--- src/arcr_pkg.sv ---
package arcr_pkg;
  // register addresses on the control port
  localparam logic [7:0] ARCR_WAKE_RATE_ADDR = 8'h11;
  localparam logic [7:0] ARCR_SNIFF_RATE_ADDR = 8'h12;
  localparam logic [7:0] ARCR_TRIG_COUNT_ADDR = 8'h29;
  // reset values
  localparam logic [7:0] ARCR_WAKE_RATE_RST = 8'h00;
  localparam logic [7:0] ARCR_SNIFF_RATE_RST = 8'h00;
  // field positions
  localparam int ARCR_WAKE_CODE_LSB = 0;
  localparam int ARCR_SNIFF_CODE_LSB = 0;
  localparam int ARCR_IDLE_CLK_LSB = 5;
  // power mode settings
  localparam logic [2:0] ARCR_PWR_ULP = 3'h3;
  localparam logic [2:0] ARCR_PWR_LP = 3'h0;
  localparam logic [2:0] ARCR_PWR_PREC = 3'h4;
  // operating mode codes
  localparam logic [2:0] ARCR_OP_STANDBY = 3'h1;
  localparam logic [2:0] ARCR_OP_SNIFF = 3'h2;
  localparam logic [2:0] ARCR_OP_CONTINUOUS_SAMPLING_MODE = 3'h5;
  // top rate code that needs the setup sequence
  localparam logic [3:0] ARCR_RATE15 = 4'hF;
  // setup sequence values
  localparam logic [7:0] ARCR_SEQ_POINT = 8'h10;
  localparam logic [7:0] ARCR_SEQ_SET1_WAKE = 8'h03;
  localparam logic [7:0] ARCR_SEQ_SET1_SNIFF = 8'h30;
  localparam logic [7:0] ARCR_SEQ_SET2_WAKE = 8'h20;
  localparam logic [7:0] ARCR_SEQ_SET2_SNIFF = 8'h30;
  localparam logic [7:0] ARCR_SEQ_SET3 = 8'h01;
  localparam logic [7:0] ARCR_SEQ_PTR1_WAKE = 8'h40;
  localparam logic [7:0] ARCR_SEQ_PTR1_SNIFF = 8'h60;
  localparam logic [7:0] ARCR_SEQ_PTR2_WAKE = 8'h50;
  localparam logic [7:0] ARCR_SEQ_PTR2_SNIFF = 8'h70;
  localparam logic [7:0] ARCR_SEQ_APPLY = 8'h0F;
  // setup sequence progress
  typedef enum logic [3:0] {
    ARCR_S_IDLE, ARCR_S_PTR0, ARCR_S_SET1, ARCR_S_SET2, ARCR_S_SET3,
    ARCR_S_PTR1, ARCR_S_VAL1, ARCR_S_PTR2, ARCR_S_VAL2
  } arcr_seq_e;
endpackage

--- src/arcr_regs.sv ---
`timescale 1ns/10ps
module arcr_regs
  import arcr_pkg::*;
(
  input wire logic ref_clk,
  input wire logic rst_n,
  input wire logic [7:0] reg_addr, // register address of the access
  input wire logic [7:0] reg_wdata, // write data
  input wire logic reg_wr, // write strobe, one cycle
  input wire logic reg_rd, // read strobe, one cycle
  input wire logic [2:0] wake_power_setting, // power-mode field used by wake rates
  input wire logic [2:0] sniff_power_setting, // power-mode field used by sniff rates
  input wire logic [2:0] operating_mode_code, // current mode control code
  output logic [7:0] reg_rdata, // read data, one cycle after the strobe
  output logic reg_rd_hit, // read addressed one of these registers
  output logic [3:0] wake_rate_code,
  output logic [3:0] activity_detect_rate_code,
  output logic [2:0] idle_clock_rate_code,
  output logic [15:0] wake_rate_dhz, // wake rate, tenths of hertz
  output logic wake_rate_valid,
  output logic [15:0] sniff_rate_dhz, // sniff rate, tenths of hertz
  output logic sniff_rate_valid,
  output logic continuous_sampling_mode,
  output logic sniff_mode_active,
  output logic standby_mode_active,
  output logic wake_rate15_armed,
  output logic sniff_rate15_armed,
  output logic [7:0] rate15_value1,
  output logic [7:0] rate15_value2
);
  logic [7:0] wake_reg_q; // stored wake rate register
  logic [7:0] sniff_reg_q; // stored sniff control register
  logic [7:0] rdata_q;
  logic rd_hit_q;
  arcr_seq_e seq_q;
  logic seq_sniff_q; // sequence is the sniff variant
  logic wake_arm_q;
  logic sniff_arm_q;
  logic [7:0] val1_q;
  logic [7:0] val2_q;
  logic wr_wake; // write to wake register
  logic wr_sniff; // write to sniff register
  logic wr_trig; // write to trigger count register

  assign wr_wake = reg_wr && (reg_addr == ARCR_WAKE_RATE_ADDR);
  assign wr_sniff = reg_wr && (reg_addr == ARCR_SNIFF_RATE_ADDR);
  assign wr_trig = reg_wr && (reg_addr == ARCR_TRIG_COUNT_ADDR);

  // register storage, whole byte kept so reads return what was written
  always_ff @(posedge ref_clk) begin
    if (!rst_n) begin
      wake_reg_q <= ARCR_WAKE_RATE_RST;
      sniff_reg_q <= ARCR_SNIFF_RATE_RST;
    end else begin
      if (wr_wake) begin
        wake_reg_q <= reg_wdata; // upper nibble unused by the decode; setup sequence bytes from the host set it
      end
      if (wr_sniff) begin
        sniff_reg_q <= reg_wdata; // bit four kept zero by the host
      end
    end
  end

  // read port, data one cycle after the strobe, zero when not ours
  always_ff @(posedge ref_clk) begin
    if (!rst_n) begin
      rdata_q <= 8'h00;
      rd_hit_q <= 1'b0;
    end else begin
      rd_hit_q <= reg_rd && (reg_addr == ARCR_WAKE_RATE_ADDR || reg_addr == ARCR_SNIFF_RATE_ADDR);
      if (reg_rd && reg_addr == ARCR_WAKE_RATE_ADDR) begin
        rdata_q <= wake_reg_q;
      end else if (reg_rd && reg_addr == ARCR_SNIFF_RATE_ADDR) begin
        rdata_q <= sniff_reg_q;
      end else begin
        rdata_q <= 8'h00;
      end
    end
  end

  // follows the top-rate setup sequence by snooping writes
  always_ff @(posedge ref_clk) begin
    if (!rst_n) begin
      seq_q <= ARCR_S_IDLE;
      seq_sniff_q <= 1'b0;
    end else if (wr_wake && reg_wdata == ARCR_SEQ_POINT) begin
      seq_q <= ARCR_S_PTR0; // point step restarts the sequence
    end else if (wr_wake || wr_trig) begin
      unique case (seq_q)
        ARCR_S_PTR0: begin
          if (wr_trig && reg_wdata == ARCR_SEQ_SET1_WAKE) begin
            seq_q <= ARCR_S_SET1;
            seq_sniff_q <= 1'b0;
          end else if (wr_trig && reg_wdata == ARCR_SEQ_SET1_SNIFF) begin
            seq_q <= ARCR_S_SET1;
            seq_sniff_q <= 1'b1;
          end else begin
            seq_q <= ARCR_S_IDLE;
          end
        end
        ARCR_S_SET1: begin
          seq_q <= (wr_wake && reg_wdata == (seq_sniff_q ? ARCR_SEQ_SET2_SNIFF : ARCR_SEQ_SET2_WAKE))
                   ? ARCR_S_SET2 : ARCR_S_IDLE;
        end
        ARCR_S_SET2: begin
          seq_q <= (wr_trig && reg_wdata == ARCR_SEQ_SET3) ? ARCR_S_SET3 : ARCR_S_IDLE;
        end
        ARCR_S_SET3: begin
          seq_q <= (wr_wake && reg_wdata == (seq_sniff_q ? ARCR_SEQ_PTR1_SNIFF : ARCR_SEQ_PTR1_WAKE))
                   ? ARCR_S_PTR1 : ARCR_S_IDLE;
        end
        ARCR_S_PTR1: begin
          seq_q <= wr_trig ? ARCR_S_VAL1 : ARCR_S_IDLE;
        end
        ARCR_S_VAL1: begin
          seq_q <= (wr_wake && reg_wdata == (seq_sniff_q ? ARCR_SEQ_PTR2_SNIFF : ARCR_SEQ_PTR2_WAKE))
                   ? ARCR_S_PTR2 : ARCR_S_IDLE;
        end
        ARCR_S_PTR2: begin
          seq_q <= wr_trig ? ARCR_S_VAL2 : ARCR_S_IDLE;
        end
        ARCR_S_VAL2: begin
          seq_q <= ARCR_S_IDLE; // apply write or abort both end it
        end
        ARCR_S_IDLE: begin
          seq_q <= ARCR_S_IDLE;
        end
        default: seq_q <= ARCR_S_IDLE;
      endcase
    end
  end

  // captured setup values
  always_ff @(posedge ref_clk) begin
    if (!rst_n) begin
      val1_q <= 8'h00;
      val2_q <= 8'h00;
    end else begin
      if (wr_trig && seq_q == ARCR_S_PTR1) begin
        val1_q <= reg_wdata; // value picked by power mode
      end
      if (wr_trig && seq_q == ARCR_S_PTR2) begin
        val2_q <= reg_wdata;
      end
    end
  end

  // armed once the apply write ends a complete sequence
  always_ff @(posedge ref_clk) begin
    if (!rst_n) begin
      wake_arm_q <= 1'b0;
      sniff_arm_q <= 1'b0;
    end else if (wr_wake && seq_q == ARCR_S_VAL2 && reg_wdata == ARCR_SEQ_APPLY) begin
      wake_arm_q <= wake_arm_q | !seq_sniff_q;
      sniff_arm_q <= sniff_arm_q | seq_sniff_q;
    end else if (wr_wake && reg_wdata == ARCR_SEQ_POINT) begin
      wake_arm_q <= 1'b0; // a new setup of either kind drops both old ones
      sniff_arm_q <= 1'b0;
    end
  end

  // field split of the two registers
  assign wake_rate_code = wake_reg_q[ARCR_WAKE_CODE_LSB +: 4];
  assign activity_detect_rate_code = sniff_reg_q[ARCR_SNIFF_CODE_LSB +: 4];
  assign idle_clock_rate_code = sniff_reg_q[ARCR_IDLE_CLK_LSB +: 3];

  // wake rate decode
  arcr_rate_lut #(.IS_SNIFF(1'b0)) u_wake_lut (
    .power_setting(wake_power_setting),
    .rate_code(wake_rate_code),
    .rate15_armed(wake_arm_q),
    .rate_dhz(wake_rate_dhz),
    .rate_valid(wake_rate_valid)
  );

  // sniff rate decode
  arcr_rate_lut #(.IS_SNIFF(1'b1)) u_sniff_lut (
    .power_setting(sniff_power_setting),
    .rate_code(activity_detect_rate_code),
    .rate15_armed(sniff_arm_q),
    .rate_dhz(sniff_rate_dhz),
    .rate_valid(sniff_rate_valid)
  );

  // mode decode
  assign continuous_sampling_mode = (operating_mode_code == ARCR_OP_CONTINUOUS_SAMPLING_MODE);
  assign sniff_mode_active = (operating_mode_code == ARCR_OP_SNIFF);
  assign standby_mode_active = (operating_mode_code == ARCR_OP_STANDBY);
  assign reg_rdata = rdata_q;
  assign reg_rd_hit = rd_hit_q;
  assign wake_rate15_armed = wake_arm_q;
  assign sniff_rate15_armed = sniff_arm_q;
  assign rate15_value1 = val1_q;
  assign rate15_value2 = val2_q;
endmodule // arcr_regs

--- src/arcr_rate_lut.sv ---
`timescale 1ns/10ps
// turns a rate code and power setting into a rate in tenths of a hertz
module arcr_rate_lut
  import arcr_pkg::*;
#(
  parameter bit IS_SNIFF = 1'b0
) (
  input wire logic [2:0] power_setting,
  input wire logic [3:0] rate_code,
  input wire logic rate15_armed,
  output logic [15:0] rate_dhz,
  output logic rate_valid
);
  // wake table, tenths of Hz, zero where not available
  function automatic logic [15:0] wake_dhz(input logic [2:0] pm, input logic [3:0] c);
    logic [15:0] r;
    r = 16'h0000;
    if (pm == ARCR_PWR_ULP) begin
      unique case (c)
        4'h6: r = 16'd250;
        4'h7: r = 16'd500;
        4'h8: r = 16'd1000;
        4'h9: r = 16'd1900;
        4'hA: r = 16'd3800;
        4'hB: r = 16'd7500;
        4'hC: r = 16'd11000;
        4'hF: r = 16'd13000;
        default: r = 16'h0000; // 0x05 and others unavailable
      endcase
    end else if (pm == ARCR_PWR_LP) begin
      unique case (c)
        4'h5: r = 16'd140;
        4'h6: r = 16'd280;
        4'h7: r = 16'd540;
        4'h8: r = 16'd1050;
        4'h9: r = 16'd2100;
        4'hA: r = 16'd4000;
        4'hB: r = 16'd6000;
        4'hF: r = 16'd7500;
        default: r = 16'h0000; // 0x0C unavailable
      endcase
    end else if (pm == ARCR_PWR_PREC) begin
      unique case (c)
        4'h5: r = 16'd140;
        4'h6: r = 16'd280;
        4'h7: r = 16'd550;
        4'h8: r = 16'd800;
        4'hF: r = 16'd1000;
        default: r = 16'h0000; // 0x09 to 0x0C unavailable
      endcase
    end
    return r;
  endfunction

  // sniff table, tenths of Hz
  function automatic logic [15:0] sniff_dhz(input logic [2:0] pm, input logic [3:0] c);
    logic [15:0] r;
    r = 16'h0000;
    if (pm == ARCR_PWR_ULP) begin
      unique case (c)
        4'h0, 4'h4: r = 16'd60;
        4'h1: r = 16'd4;
        4'h2: r = 16'd8;
        4'h3: r = 16'd15;
        4'h5: r = 16'd130;
        4'h6: r = 16'd250;
        4'h7: r = 16'd500;
        4'h8: r = 16'd1000;
        4'h9: r = 16'd1900;
        4'hA: r = 16'd3800;
        4'hB: r = 16'd7500;
        4'hF: r = 16'd13000;
        default: r = 16'h0000;
      endcase
    end else if (pm == ARCR_PWR_LP) begin
      unique case (c)
        4'h0, 4'h4: r = 16'd70;
        4'h1: r = 16'd4;
        4'h2: r = 16'd8;
        4'h3: r = 16'd15;
        4'h5: r = 16'd140;
        4'h6: r = 16'd280;
        4'h7: r = 16'd540;
        4'h8: r = 16'd1050;
        4'h9: r = 16'd2100;
        4'hA: r = 16'd4000;
        4'hB: r = 16'd6000;
        4'hF: r = 16'd7500;
        default: r = 16'h0000;
      endcase
    end else if (pm == ARCR_PWR_PREC) begin
      unique case (c)
        4'h0, 4'h4: r = 16'd70;
        4'h1: r = 16'd2;
        4'h2: r = 16'd4;
        4'h3: r = 16'd9;
        4'h5: r = 16'd140;
        4'h6: r = 16'd280;
        4'h7: r = 16'd550;
        4'h8: r = 16'd800;
        4'hF: r = 16'd1000;
        default: r = 16'h0000; // 1001 to 1110 unavailable
      endcase
    end
    return r;
  endfunction

  // pick the table; the top code only counts once its setup ran
  always_comb begin
    rate_dhz = IS_SNIFF ? sniff_dhz(power_setting, rate_code) : wake_dhz(power_setting, rate_code);
    rate_valid = (rate_dhz != 16'h0000) && ((rate_code != ARCR_RATE15) || rate15_armed);
  end
endmodule // arcr_rate_lut

--- config.mk ---
export PLATFORM = sky130hd
export DESIGN_NAME = arcr_regs
export DESIGN_NICKNAME = d
export VERILOG_FILES = /design/src/arcr_pkg.sv /design/src/arcr_regs.sv /design/src/arcr_rate_lut.sv
export SDC_FILE = /design/constraint.sdc
export NUM_CORES = 1
export LEC_CHECK = 0
export ABC_AREA = 0
export BUFFER_PORTS_ARGS = -buffer_cell sky130_fd_sc_hd__buf_2
export CAP_MARGIN = 15
export CORE_MARGIN = 2
export CORE_UTILIZATION = 45
export CTS_CLUSTER_DIAMETER = 40
export DETAILED_ROUTE_END_ITERATION = 16
export PLACE_DENSITY_LB_ADDON = 0.05
export SLEW_MARGIN = 20
export SYNTH_ARGS = -nofsm -noshare
export SYNTH_HDL_FRONTEND = slang
export SYNTH_HIERARCHICAL = 1
export SYNTH_SLANG_ARGS = --single-unit
--- constraint.sdc ---
create_clock -name ref_clk -period 2.8 [get_ports ref_clk]
set_clock_uncertainty 0.15 [all_clocks]
set_input_delay 0.56 -clock ref_clk [delete_from_list [all_inputs] [get_ports ref_clk]]
set_output_delay 0.56 -clock ref_clk [all_outputs]
set_load 0.1 [all_outputs]
==> reports/results.txt <==
endpoints failing setup -> 3
Synth Cell Area -> 0.00383 mm²
Slowest Stage Delay on Critical Path -> 0.39 ns
DR DRC count -> 0
status -> finished with violations
PD cells -> 245 mW/mm²
wirelength, routed -> 13000 µm
I/O pin count -> 104
largest net degree at the start of global routing -> 33
CP most frequent cell -> buf_6
VDD IR max -> 0.455 mV
TritonRoute pass-1 iters -> 5
crit share post-route -> 112%
drt via density -> 5.84
sequential area share after synthesis -> 25.1%
Post-synth top flop -> dfxtp_1
die span in x -> 96.3 µm
Avg Cell Area, Syn -> 7.85 µm²
initial antenna violation count -> 0
Core Area -> 0.00822 mm²
vias in the first global route -> 4043
Design Area, Final -> 0.00639 mm²
Area growth, synth to finish -> 66.9%
final worst setup slack -> -0.334 ns
Mapped Cells -> 488
CTS tree -> built
Synth Register Bits -> 48
diode count -> 0
critical-path cell list -> buf_6 -> ha_4 -> buf_6 -> mux2i_1 -> o22a_1 -> o221ai_2 -> nor4_2 -> buf_4 -> a31oi_4 -> buf_12
CP endpoint kind -> output pin
total power -> 1570 µW
GRT Resource Usage Total -> 26.7%
proportion of layout cells with a drive suffix above 1 -> 51.3%
# port buffers -> 98
CTS root buffer -> clkbuf_8
RSZ-0062 raised after global routing -> true
Slew Limit Fails -> 0
initial DRC count -> 193
Hold WC Path Type -> reg -> reg
LEAKAGE -> 0.00266 µW
clock-pin slew on the worst setup and hold paths -> 0.09 ns
initial core utilization -> 46.6%
WP data arrival -> 2.42 ns
fmax -> 319 MHz
Vias -> 4512
ANT nets after route -> 0
startpoint type of the worst setup path -> flip-flop
Slowest cell on crit path -> dfxtp_4
crit path kind -> reg -> out
CTS Buffer Depth -> 2
Placed Area -> 0.00568 mm²
largest fanout on the critical path -> 6
Slew @ Worst Pin -> 0.579 ns
Die H -> 96.3 µm
layout filler cell count -> 577
Worst slew margin -> 61.3%
WHS -> 0.310 ns
routed len/inst -> 16.9 µm
Unique masters post-synth -> 75
crit path time final -> 3.13 ns
number of synthesized flops with an enable pin -> 0
Clock Latency Late Sink -> 0.30 ns
row cnt -> 33
Max-cap violations -> 0
ys async rst share -> 0%
H-tree levels -> 2
GPL Wtd Cong -> 0.986
final core utilization -> 77.8%
CTS Buf Count -> 5
CP Data Required Time -> 2.09 ns
GRT overflow -> 0
hpwl dp -> 9430 µm
Synth Warn # -> 6
first-pass GRT wire length -> 19900 µm
Final Hold Violating Endpoints -> 0
# clock sinks -> 48
Nets -> 710
Die ar. -> 0.00927 mm²
failing checks -> setup timing
## state kept, by name, summed over array words and instances, names as in the netlist
| name | count |
|---|---|
| rate15_value1 | 8 |
| rate15_value2 | 8 |
| reg_rdata | 8 |
| sniff_reg_q | 8 |
| wake_reg_q | 8 |
| seq_q | 4 |
| reg_rd_hit | 1 |
| seq_sniff_q | 1 |
| sniff_rate15_armed | 1 |
| wake_rate15_armed | 1 |
## logic make-up after synthesis
group | share of synthesized area (%)
AO/OA/AOI/OAI | 22.6
XOR/XNOR | 0.686
adder cells (fa/ha/maj) | 4.57
buffers and inverters | 10.3
flip-flops | 25.1
multiplexers | 6.66
other | 0.196
AND/OR/NAND/NOR | 30.0
## routing by layer
layer,wire [µm],track usage [%],vias up
met3,792,2.74,34
met4,306,8.45,0
met2,6460,45.7,210
met1,5480,35.1,2122
li1,-,-,2146
met5,0,0,-
## where the power goes
part,switching (µW),internal [µW]
clock network,233,292
registers,0.444,677
logic,235,128
total,468,1100
## area by class of cell
type	count	area [µm²]	share of cell area, %
clock buffer	6	82.6	1.29
clock inverter	2	38.8	0.607
inverter	20	88.8	1.39
multi-input combinational	372	3160	49.4
sequential	48	983	15.4
tap	105	131	2.05
timing repair buffer	220	1910	29.8
## critical path: cells and delay by family (launching register included)
| kind | cells | cell delay [ns] |
|---|---|---|
| buffers and inverters | 4 | 0.61 |
| AO/OA/AOI/OAI | 3 | 0.42 |
| flip-flops | 1 | 0.39 |
| AND/OR/NAND/NOR | 1 | 0.34 |
| multiplexers | 1 | 0.20 |
| adder cells (fa/ha/maj) | 1 | 0.17 |
## what timing repair did
| action | in CTS | in global routing |
|---|---|---|
| hold buffers | 0 | 0 |
| buffers inserted | 7 | 15 |
| endpoints found under the setup margin | 13 | 17 |
| pin swaps | 7 | 22 |
| gates resized for setup | 36 | 68 |
## layout by cell type (no fill, tap or decap), drive strengths merged, types with 10 or more instances in the layout
master,instances
buf,220
dfxtp,48
nor2,47
a21oi,42
nand2,26
mux2i,21
o21ai,20
inv,18
nand4,14
ha,14
nor2b,11
nor4,11
a22oi,10
nor3,10
o22ai,10
## synth_stat cells (all sizes together) (5+ instances only)
cell type | count | area, µm²
a21oi | 42 | 214
a22oi | 10 | 75.1
a31oi | 5 | 31.3
and2b | 5 | 37.5
and3b | 9 | 80.1
buf | 32 | 235
clkbuf | 19 | 82.6
dfxtp | 48 | 961
ha | 14 | 175
inv | 19 | 71.3
mux2i | 21 | 210
nand2 | 26 | 97.6
nand2b | 7 | 43.8
nand3 | 7 | 35.0
nand3b | 8 | 63.8
nand4 | 14 | 87.6
nor2 | 47 | 176
nor2b | 11 | 68.8
nor3 | 10 | 50.1
nor3b | 7 | 52.6
nor4 | 11 | 96.3
o21ai | 20 | 100
o22ai | 10 | 62.6
or3 | 6 | 38.8
## final timing paths
check | slack (ns) | from | depth (start not counted) | endpoint
worst min-delay path | 0.31 | wake_reg_q[6] | 2 | wake_reg_q[6]
worst max register to register | 0.69 | seq_q[2] | 4 | rate15_value1[4]
worst max-delay path | -0.33 | wake_reg_q[1] | 10 | wake_rate_valid
worst min register to register | 0.31 | wake_reg_q[6] | 2 | wake_reg_q[6]
## stage by stage
| step | setup slack [ns] | instances | setup TNS [ns] |
|---|---|---|---|
| 3_5_place_dp | -0.294 | 746 | -0.508 |
| 2_1_floorplan | -0.681 | 491 | -0.995 |
| 4_1_cts | -0.354 | 759 | -0.687 |
| 6_report | -0.334 | 773 | -0.701 |
| 3_3_place_gp | -0.259 | 746 | -0.479 |
| 5_1_grt | -0.442 | 773 | -1.04 |
Note: power is estimated with default switching activity, not from simulation.
